===== src/hdl/security_lock_pkg.sv =====
// constants and types shared by the drive security lock design
package security_lock_pkg;

  // stored password width, one entry per credential
  localparam int          PW_W          = 256;

  // security command opcodes
  localparam logic [7:0]  OP_SET_PW     = 8'hf1;
  localparam logic [7:0]  OP_UNLOCK     = 8'hf2;
  localparam logic [7:0]  OP_ERASE_PREP = 8'hf3;
  localparam logic [7:0]  OP_ERASE_UNIT = 8'hf4;
  localparam logic [7:0]  OP_FREEZE     = 8'hf5;
  localparam logic [7:0]  OP_DISABLE_PW = 8'hf6;

  // master password revision code range and shipping value
  localparam logic [15:0] REV_MIN       = 16'h0001;
  localparam logic [15:0] REV_MAX       = 16'hfffe;
  localparam logic [15:0] REV_SHIP      = 16'hfffe;

  // unlock mismatch attempt limit
  localparam logic [2:0]  ATTEMPT_LIMIT = 3'h5;
  localparam logic [2:0]  CNT_RESET     = 3'h0;

  // password store entries
  localparam logic        ADDR_USER     = 1'b0;
  localparam logic        ADDR_MASTER   = 1'b1;

  typedef enum logic [2:0] {
    SEC_LOCKED   = 3'b001,
    SEC_UNLOCKED = 3'b010,
    SEC_FROZEN   = 3'b100
  } sec_state_e;

  typedef enum logic [2:0] {
    CT_INIT = 3'b001,
    CT_IDLE = 3'b010,
    CT_EXEC = 3'b100
  } ctl_state_e;

  // values after power-on reset
  localparam sec_state_e  SEC_RESET     = SEC_UNLOCKED;
  localparam ctl_state_e  CT_RESET      = CT_INIT;

endpackage


===== src/hdl/pw_store_if.sv =====
// carrier between the lock controller and its password store
`timescale 1ns/1ps
`default_nettype none
interface pw_store_if;
  logic                              rdEn;
  logic                              rdAddr;
  logic [security_lock_pkg::PW_W-1:0] rdData;
  logic                              wrEn;
  logic                              wrAddr;
  logic [security_lock_pkg::PW_W-1:0] wrData;

  modport ctrl (output rdEn, output rdAddr, input rdData,
                output wrEn, output wrAddr, output wrData);
  modport mem  (input rdEn, input rdAddr, output rdData,
                input wrEn, input wrAddr, input wrData);
endinterface
`default_nettype wire


===== src/hdl/password_store.sv =====
// two-entry password memory with registered read data
`timescale 1ns/1ps
`default_nettype none
module password_store
(
  input  wire logic clk_sys,
  input  wire logic rst_n,
  pw_store_if.mem   port
);
  // array has no reset: it stands in for non-volatile storage
  logic [security_lock_pkg::PW_W-1:0] mem [2];
  logic [security_lock_pkg::PW_W-1:0] rdData_r;
  logic [security_lock_pkg::PW_W-1:0] rdData_nxt;

  // read data selection
  always_comb
  begin
    rdData_nxt = rdData_r;
    if (port.rdEn)
    begin
      rdData_nxt = mem[port.rdAddr];
    end
  end

  // array write, kept out of reset on purpose
  always_ff @(posedge clk_sys)
  begin
    if (port.wrEn)
    begin
      mem[port.wrAddr] <= port.wrData;
    end
  end

  // read register
  always_ff @(posedge clk_sys or negedge rst_n)
  begin
    if (!rst_n)
    begin
      rdData_r <= '0;
    end
    else
    begin
      rdData_r <= rdData_nxt;
    end
  end

  assign port.rdData = rdData_r;

  // entries written since power-on; unwritten ones hold no defined value
  logic [1:0] filled_r;
  logic [1:0] filled_nxt;

  // fill marks
  always_comb
  begin
    filled_nxt = filled_r;
    if (port.wrEn)
    begin
      filled_nxt[port.wrAddr] = 1'b1;
    end
  end

  // fill mark registers
  always_ff @(posedge clk_sys or negedge rst_n)
  begin
    if (!rst_n)
    begin
      filled_r <= 2'h0;
    end
    else
    begin
      filled_r <= filled_nxt;
    end
  end
endmodule // password_store
`default_nettype wire


===== src/hdl/attempt_counter.sv =====
// unlock mismatch counter with sticky expiry flag
`timescale 1ns/1ps
`default_nettype none
module attempt_counter
(
  input  wire logic clk_sys,
  input  wire logic rst_n,
  input  wire logic inc,
  input  wire logic clr,
  output logic      expired
);
  logic [2:0] cnt_r;
  logic [2:0] cnt_nxt;
  logic       exp_r;
  logic       exp_nxt;

  // count and attempt_limit_expired_flag
  // a mismatch in the clearing cycle wins below the limit and counts on from the old value
  always_comb
  begin
    cnt_nxt = cnt_r;
    exp_nxt = exp_r;
    if (clr)
    begin
      cnt_nxt = security_lock_pkg::CNT_RESET;
      exp_nxt = 1'b0;
    end
    if (inc && cnt_r != security_lock_pkg::ATTEMPT_LIMIT)
    begin
      cnt_nxt = cnt_r + 3'h1;
      exp_nxt = (cnt_r + 3'h1) == security_lock_pkg::ATTEMPT_LIMIT;
    end
  end

  // counter registers
  always_ff @(posedge clk_sys or negedge rst_n)
  begin
    if (!rst_n)
    begin
      cnt_r <= security_lock_pkg::CNT_RESET;
      exp_r <= 1'b0;
    end
    else
    begin
      cnt_r <= cnt_nxt;
      exp_r <= exp_nxt;
    end
  end

  assign expired = exp_r;
endmodule // attempt_counter
`default_nettype wire


===== src/hdl/drive_security_lock_fsm.sv =====
// drive security lock state machine and command gate
//
// Overview of operation
// decode security opcodes F1h through F6h
// locked device aborts media access commands
// unlocked state entered by power-up or unlock
// frozen refuses password and lock changes
// frozen holds until power is removed
// high level accepts master password unlock
// maximum level: master only via erase
// master password never enables locking
// master revision code word, 0001h..FFFEh
// revision code FFFEh until master replaced
// user password locks at next reset
// host sets master before enabling lock
// five mismatches attempt_limit_expired_flag unlock and erase
// command gated per security state
// mismatched password aborts, state unchanged
`timescale 1ns/1ps
`default_nettype none
module drive_security_lock_fsm
(
  input  wire logic                              clk_sys,
  input  wire logic                              rst_n,
  input  wire logic                              hardRst,
  input  wire logic                              nvUserPwdSet,
  input  wire logic                              nvLevelMax,
  input  wire logic [15:0]                       nvMasterRev,
  input  wire logic                              cmdValid,
  input  wire logic [7:0]                        cmdOpcode,
  input  wire logic                              cmdIsMedia,
  input  wire logic                              cmdUseMaster,
  input  wire logic                              cmdLevelMax,
  input  wire logic [15:0]                       cmdRevCode,
  input  wire logic [security_lock_pkg::PW_W-1:0] cmdPassword,
  output logic                                   cmdReady,
  output logic                                   rspDone,
  output logic                                   rspAbort,
  output logic                                   eraseStart,
  output logic                                   secLocked,
  output logic                                   secUnlocked,
  output logic                                   secFrozen,
  output logic                                   lockEnabled,
  output logic                                   levelMax,
  output logic                                   attemptLimitExpiredFlag,
  output logic [15:0]                            masterRevCode
);
  security_lock_pkg::ctl_state_e       ctl_r;
  security_lock_pkg::ctl_state_e       ctl_nxt;
  security_lock_pkg::sec_state_e       sec_r;
  security_lock_pkg::sec_state_e       sec_nxt;
  logic [7:0]                          op_r;
  logic [7:0]                          op_nxt;
  logic                                media_r;
  logic                                media_nxt;
  logic                                useMaster_r;
  logic                                useMaster_nxt;
  logic                                cmdLvl_r;
  logic                                cmdLvl_nxt;
  logic [15:0]                         rev_r;
  logic [15:0]                         rev_nxt;
  logic [security_lock_pkg::PW_W-1:0]  pw_r;
  logic [security_lock_pkg::PW_W-1:0]  pw_nxt;
  logic                                ready_r;
  logic                                ready_nxt;
  logic                                done_r;
  logic                                done_nxt;
  logic                                abort_r;
  logic                                abort_nxt;
  logic                                erase_r;
  logic                                erase_nxt;
  logic                                lockEn_r;
  logic                                lockEn_nxt;
  logic                                lvlMax_r;
  logic                                lvlMax_nxt;
  logic                                prepared_r;
  logic                                prepared_nxt;
  logic [15:0]                         mrev_r;
  logic [15:0]                         mrev_nxt;
  logic                                take;
  logic                                pwMatch;
  logic                                cntInc;
  logic                                expired;
  logic                                ok;

  pw_store_if pwBus ();

  // stored passwords survive rst_n, like the media copy
  password_store u_store
  (
    .clk_sys (clk_sys),
    .rst_n   (rst_n),
    .port    (pwBus)
  );

  // hard reset clears the mismatch count and expiry
  attempt_counter u_attempts
  (
    .clk_sys (clk_sys),
    .rst_n   (rst_n),
    .inc     (cntInc),
    .clr     (hardRst),
    .expired (expired)
  );

  assign take    = ctl_r == security_lock_pkg::CT_IDLE && cmdValid
                   && ready_r && !hardRst;
  assign pwMatch = pwBus.rdData == pw_r;

  // command decode and security state next values
  always_comb
  begin
    ok            = 1'b0;
    ctl_nxt       = ctl_r;
    sec_nxt       = sec_r;
    op_nxt        = op_r;
    media_nxt     = media_r;
    useMaster_nxt = useMaster_r;
    cmdLvl_nxt    = cmdLvl_r;
    rev_nxt       = rev_r;
    pw_nxt        = pw_r;
    done_nxt      = 1'b0;
    abort_nxt     = 1'b0;
    erase_nxt     = 1'b0;
    lockEn_nxt    = lockEn_r;
    lvlMax_nxt    = lvlMax_r;
    prepared_nxt  = prepared_r;
    mrev_nxt      = mrev_r;
    cntInc        = 1'b0;
    pwBus.rdEn    = 1'b0;
    pwBus.rdAddr  = cmdUseMaster;
    pwBus.wrEn    = 1'b0;
    pwBus.wrAddr  = useMaster_r;
    pwBus.wrData  = pw_r;
    case (ctl_r)
      security_lock_pkg::CT_INIT:
      begin
        // no user password: come up unlocked
        // user password set: come up locked
        sec_nxt    = nvUserPwdSet ? security_lock_pkg::SEC_LOCKED
                                  : security_lock_pkg::SEC_UNLOCKED;
        lockEn_nxt = nvUserPwdSet;
        lvlMax_nxt = nvLevelMax;
        // revision code kept across power cycles
        mrev_nxt   = nvMasterRev;
        ctl_nxt    = security_lock_pkg::CT_IDLE;
      end
      security_lock_pkg::CT_IDLE:
      begin
        if (take)
        begin
          op_nxt        = cmdOpcode;
          media_nxt     = cmdIsMedia;
          useMaster_nxt = cmdUseMaster;
          cmdLvl_nxt    = cmdLevelMax;
          rev_nxt       = cmdRevCode;
          pw_nxt        = cmdPassword;
          pwBus.rdEn    = 1'b1;
          ctl_nxt       = security_lock_pkg::CT_EXEC;
        end
      end
      security_lock_pkg::CT_EXEC:
      begin
        ctl_nxt      = security_lock_pkg::CT_IDLE;
        // erase unit must directly follow erase prepare
        prepared_nxt = 1'b0;
        // opcode decode
        case (op_r)
          security_lock_pkg::OP_SET_PW:
          begin
            // password change only while unlocked
            ok = sec_r == security_lock_pkg::SEC_UNLOCKED;
            pwBus.wrEn = ok;
            if (ok && useMaster_r)
            begin
              // master entry leaves the lock function alone
              // out-of-range codes leave the old code in place
              if (rev_r >= security_lock_pkg::REV_MIN
                  && rev_r <= security_lock_pkg::REV_MAX)
              begin
                mrev_nxt = rev_r;
              end
            end
            else if (ok)
            begin
              // user password arms the lock
              lockEn_nxt = 1'b1;
              lvlMax_nxt = cmdLvl_r;
            end
          end
          security_lock_pkg::OP_UNLOCK:
          begin
            // expired or frozen: refused outright
            // master accepted at high level
            // master at maximum level refused here
            ok = sec_r != security_lock_pkg::SEC_FROZEN && !expired
                 && !(useMaster_r && lvlMax_r) && pwMatch;
            // a mismatch is counted, state stays
            cntInc = sec_r != security_lock_pkg::SEC_FROZEN
                     && !expired && !(useMaster_r && lvlMax_r)
                     && !pwMatch;
            if (ok)
            begin
              sec_nxt = security_lock_pkg::SEC_UNLOCKED;
            end
          end
          security_lock_pkg::OP_ERASE_PREP:
          begin
            ok           = sec_r != security_lock_pkg::SEC_FROZEN;
            prepared_nxt = ok;
          end
          security_lock_pkg::OP_ERASE_UNIT:
          begin
            // master unlock at maximum level erases data
            ok = sec_r != security_lock_pkg::SEC_FROZEN && !expired
                 && prepared_r && pwMatch;
            cntInc = sec_r != security_lock_pkg::SEC_FROZEN
                     && !expired && prepared_r && !pwMatch;
            if (ok)
            begin
              sec_nxt    = security_lock_pkg::SEC_UNLOCKED;
              lockEn_nxt = 1'b0;
              erase_nxt  = 1'b1;
            end
          end
          security_lock_pkg::OP_FREEZE:
          begin
            // freeze from unlocked (or again when frozen)
            ok = sec_r != security_lock_pkg::SEC_LOCKED;
            if (ok)
            begin
              sec_nxt = security_lock_pkg::SEC_FROZEN;
            end
          end
          security_lock_pkg::OP_DISABLE_PW:
          begin
            ok = sec_r == security_lock_pkg::SEC_UNLOCKED && pwMatch;
            if (ok)
            begin
              lockEn_nxt = 1'b0;
            end
          end
          default:
          begin
            // media access refused while locked
            // everything else executes
            ok = !(media_r && sec_r == security_lock_pkg::SEC_LOCKED);
          end
        endcase
        done_nxt  = ok;
        abort_nxt = !ok;
      end
      default:
      begin
        ctl_nxt = security_lock_pkg::CT_IDLE;
      end
    endcase
    // hard reset relocks when the lock is enabled but never leaves frozen
    // hard reset applies the lock function
    if (hardRst && ctl_r != security_lock_pkg::CT_INIT)
    begin
      ctl_nxt      = security_lock_pkg::CT_IDLE;
      done_nxt     = 1'b0;
      abort_nxt    = 1'b0;
      erase_nxt    = 1'b0;
      pwBus.wrEn   = 1'b0;
      prepared_nxt = 1'b0;
      // a dropped command leaves no trace in count, lock or level
      cntInc       = 1'b0;
      lockEn_nxt   = lockEn_r;
      lvlMax_nxt   = lvlMax_r;
      mrev_nxt     = mrev_r;
      if (sec_r != security_lock_pkg::SEC_FROZEN)
      begin
        sec_nxt = lockEn_r ? security_lock_pkg::SEC_LOCKED
                           : security_lock_pkg::SEC_UNLOCKED;
      end
    end
    ready_nxt = ctl_nxt == security_lock_pkg::CT_IDLE;
  end

  // state registers; only power-on reset reaches them
  always_ff @(posedge clk_sys or negedge rst_n)
  begin
    if (!rst_n)
    begin
      ctl_r       <= security_lock_pkg::CT_RESET;
      sec_r       <= security_lock_pkg::SEC_RESET;
      op_r        <= 8'h00;
      media_r     <= 1'b0;
      useMaster_r <= 1'b0;
      cmdLvl_r    <= 1'b0;
      rev_r       <= 16'h0000;
      pw_r        <= '0;
      ready_r     <= 1'b0;
      done_r      <= 1'b0;
      abort_r     <= 1'b0;
      erase_r     <= 1'b0;
      lockEn_r    <= 1'b0;
      lvlMax_r    <= 1'b0;
      prepared_r  <= 1'b0;
      mrev_r      <= security_lock_pkg::REV_SHIP;
    end
    else
    begin
      ctl_r       <= ctl_nxt;
      sec_r       <= sec_nxt;
      op_r        <= op_nxt;
      media_r     <= media_nxt;
      useMaster_r <= useMaster_nxt;
      cmdLvl_r    <= cmdLvl_nxt;
      rev_r       <= rev_nxt;
      pw_r        <= pw_nxt;
      ready_r     <= ready_nxt;
      done_r      <= done_nxt;
      abort_r     <= abort_nxt;
      erase_r     <= erase_nxt;
      lockEn_r    <= lockEn_nxt;
      lvlMax_r    <= lvlMax_nxt;
      prepared_r  <= prepared_nxt;
      mrev_r      <= mrev_nxt;
    end
  end

  // outputs straight from flops
  assign cmdReady                = ready_r;
  assign rspDone                 = done_r;
  assign rspAbort                = abort_r;
  assign eraseStart              = erase_r;
  assign secLocked               = sec_r[0];
  assign secUnlocked             = sec_r[1];
  assign secFrozen               = sec_r[2];
  assign lockEnabled             = lockEn_r;
  assign levelMax                = lvlMax_r;
  assign attemptLimitExpiredFlag = expired;
  assign masterRevCode           = mrev_r;

  logic execNow;
  assign execNow = ctl_r == security_lock_pkg::CT_EXEC && !hardRst;
endmodule // drive_security_lock_fsm
`default_nettype wire


===== config.mk =====
export PLATFORM = sky130hd
export DESIGN_NAME = drive_security_lock_fsm
export DESIGN_NICKNAME = d
export VERILOG_FILES = /design/src/hdl/security_lock_pkg.sv /design/src/hdl/pw_store_if.sv /design/src/hdl/password_store.sv /design/src/hdl/attempt_counter.sv /design/src/hdl/drive_security_lock_fsm.sv
export SDC_FILE = /design/constraint.sdc
export NUM_CORES = 2
export LEC_CHECK = 0
export ABC_AREA = 1
export CORE_ASPECT_RATIO = 1.25
export CORE_MARGIN = 5
export CORE_UTILIZATION = 35
export DETAILED_ROUTE_END_ITERATION = 8
export DONT_BUFFER_PORTS = 1
export RECOVER_POWER = 100
export REMOVE_ABC_BUFFERS = 1
export SETUP_SLACK_MARGIN = 0.3
export SLEW_MARGIN = 20
export SYNTH_ARGS = -nofsm -noshare
export SYNTH_HDL_FRONTEND = slang
export SYNTH_SLANG_ARGS = --single-unit

===== constraint.sdc =====
create_clock -name clk_sys -period 52.2 [get_ports clk_sys]
set_input_delay 2.61 -clock clk_sys [delete_from_list [all_inputs] [get_ports clk_sys]]
set_output_delay 2.61 -clock clk_sys [all_outputs]
set_load 0.005 [all_outputs]

==> metrics <==
critical path's most frequent cell=clkbuf_1; worst-skew pair later-pin latency=0.72 ns; Max transition margin=-4.91; yosys warns=0; synthesized area per cell=10.3 um^2; fin. max-slew vios=2203; post-route ant nets=0; sequential element share of the synthesized area=0.681; Worst path slowest cell=clkbuf_1; Critical Path RT=51.23 ns; max cap viols=23; Setup crit end kind=asynchronous set/reset pin; CP cell instances=clkbuf_1 -> clkbuf_1 -> clkbuf_1; setup tns final=0 ns; Detailed Route WL=100000 um; initial antenna violation count=13; Final HPWL DP=57200 um; area post-placement=0.0451 mm^2; critical path startpoint category=input port; worst stage delay on the critical path=6.07 ns; CTS buffer count=109; placed insts=5658; first-pass GRT wire length=159000 um; final hold slack=0.493 ns; Routability Congestion=0.768; failing checks=max-capacitance violations, max-slew violations; Final Critical Period=21.05 ns; non-filler cells, final=5878; TritonRoute pass-1 iters=5; Lkg Pwr=20.9 nW; Worst Hold Class=reg2reg; drt drc=0; hold_buf cts=0; min-delay src=pwBus.wrData[5]$_DFFE_PN0P_; std cell rows=144; Die W=326 um; Fin. Hold Viols=0; Max Clk Rate=0.0475 GHz; r2r startpoint=ctl_r[0]$_DFF_PN1_; core area=0.124 mm^2; Worst-path clk slew=0.06 ns; asr flop ratio synth=0.528; Post-Syn Area=0.0436 mm^2; CTS max path bufs=3; power density cells=43.9 mW/mm^2; Routed wire per std cell=17.0 um; grt ovf=0; crit path DAT=20.08 ns; Starting Density=0.353; die height=405 um; Vias/cell=4.76; share of cells above drive strength 1=0.0469; Clock Skews=0.0214 ns; # H-tree levels=3; vias in the first global route=27690; Setup violations, final=0; Global Route Usage Sum=0.150; Unique masters post-synth=42; post-CTS resize count=0; largest net degree at the start of global routing=573; vias after detailed routing=27995; Yosys reg bits=1084; dominant synthesized flop cell=dfrtp_1; IO buf count=0; WS Path Type=in2async; CTS tree=built; postcts setup bufs=0; Root Driver=clkbuf_16; Tcrit/Tclk final=0.403; post-layout instance area=0.0487 mm^2; highest net fanout along the worst path=159; Slew @ Worst Pin=8.86 ns; EDFF count, synth=512; Layout Nets=4475; # IOs=331; initial DRC count=1618; Critical Path Source=rst_n; total die area=0.132 mm^2; P&R area growth vs syn=11.8%; status=finished with violations; Filler Cell Count=11998; Max VDD drop=0.0000313 V; RSZ-0062 raised after global routing=no; CTS Sinks=1084; Gate Count Post-Synth=4214
[metal layers]
metal	vias up	GRT usage	wire length, um
li1	13600	-	-
met1	13726	0.194	43700
met2	529	0.253	48800
met3	132	0.0350	5440
met4	8	0.0446	2070
met5	-	0	50
[worst paths after layout]
| check | cells past startpoint | to | slack, ns |
|---|---|---|---|
| setup / recovery | 3 | u_store.port.rdData[116]$_DFFE_PN0P_ | 31.15 |
| hold / removal | 0 | u_store.mem[0][5]$_DFFE_PP_ | 0.49 |
| setup reg to reg | 8 | u_store.port.rdData[22]$_DFFE_PN0P_ | 38.06 |
| hold reg to reg | 0 | u_store.mem[0][5]$_DFFE_PP_ | 0.49 |
| max in group clk_sys | 8 | u_store.port.rdData[22]$_DFFE_PN0P_ | 36.62 |
| min in group asynchronous | 0 | u_store.port.rdData[169]$_DFFE_PN0P_ | 1.58 |
[worst max-delay path, delay by kind of cell]
kind                   cells  cell delay, ns
buffers and inverters      3           16.99
[flip-flops by register name, summed over array words and instances (netlist names), 3 cells and up]
name / cells
masterRevCode: 16
pwBus.wrData: 256
ctl_r: 3
u_store.port.rdData: 256
sec_r: 3
rev_r: 16
u_store.mem: 512
op_r: 8
u_attempts.cnt_r: 3
[Yosys cell counts (2+ instances only)]
| master | number | share of area |
|---|---|---|
| nand3_1 | 12 | 0.0014 |
| ha_1 | 3 | 0.00086 |
| buf_2 | 18 | 0.0021 |
| a21oi_1 | 6 | 0.00069 |
| o31ai_1 | 256 | 0.044 |
| nor4_1 | 9 | 0.0013 |
| clkinv_1 | 2 | 0.00017 |
| a31oi_1 | 16 | 0.0023 |
| nor2_2 | 2 | 0.00029 |
| buf_1 | 5 | 0.00043 |
| dfstp_2 | 17 | 0.010 |
| nand3_2 | 2 | 0.00046 |
| dfrtp_1 | 555 | 0.32 |
| o21ai_0 | 141 | 0.016 |
| clkbuf_1 | 160 | 0.014 |
| o21ai_1 | 5 | 0.00057 |
| xor2_1 | 140 | 0.028 |
| inv_1 | 276 | 0.024 |
| nor2_1 | 710 | 0.061 |
| nor4_2 | 2 | 0.00057 |
| nand4_1 | 6 | 0.00086 |
| nand2_1 | 1328 | 0.11 |
| edfxtp_1 | 512 | 0.35 |
| nor2_4 | 3 | 0.00077 |
| nor3_1 | 10 | 0.0011 |
| inv_2 | 2 | 0.00017 |
[cells in the final DEF, fill, tap and decap left out, drive strengths merged, types with 30 or more instances in the layout]
| cell | netlist | routed |
|---|---|---|
| edfxtp | 512 | 512 |
| clkbuf | 160 | 175 |
| clkinv | 2 | 30 |
| o31ai | 256 | 256 |
| nor2 | 715 | 715 |
| o21ai | 147 | 147 |
| inv | 278 | 287 |
| dfrtp | 555 | 555 |
| nand2 | 1329 | 1329 |
| xor2 | 140 | 140 |
[report_power, final]
| group | total, mW | internal, mW | switching [mW] |
|---|---|---|---|
| clock network | 0.802 | 0.462 | 0.340 |
| registers | 1.11 | 1.01 | 0.0920 |
| logic | 0.230 | 0.0978 | 0.133 |
[cell families (layout without fill, tap and decap cells)]
group,count (synthesis),after routing,share of synthesized area
adders and majority gates,3,3,0.000861
buffers and inverters,463,513,0.0404
xor gates and xnor gates,141,141,0.0283
AOI/OAI and AO/OA,433,433,0.0658
other,1,9,0.0000860
and+or+nand+nor,2089,2089,0.183
DFF,1084,1084,0.681
[stage by stage]
| stage | utilization | total power [mW] | worst slack [ns] |
|---|---|---|---|
| 2_1_floorplan | - | 1.29 | 22.93 |
| 3_3_place_gp | 0.365 | 1.33 | 45.13 |
| 3_5_place_dp | 0.365 | 1.34 | 45.06 |
| 4_1_cts | 0.395 | 2.16 | 45.86 |
| 5_1_grt | 0.394 | 2.26 | 27.04 |
| 6_report | 0.394 | 2.14 | 31.15 |
[layout make-up]
cell class              instances  area (um^2)  share of cell area
diodes                          8         20.0            0.000411
clock buffers                 153         3140              0.0643
clock inverters                55          576              0.0118
inverters                     280         1060              0.0217
multi-input cells            2667        12100               0.249
flip-flops and latches       1084        29700               0.610
well taps                    1606         2010              0.0412
repair buffers                 25          105             0.00216
Note: power is estimated with default switching activity, not from simulation.
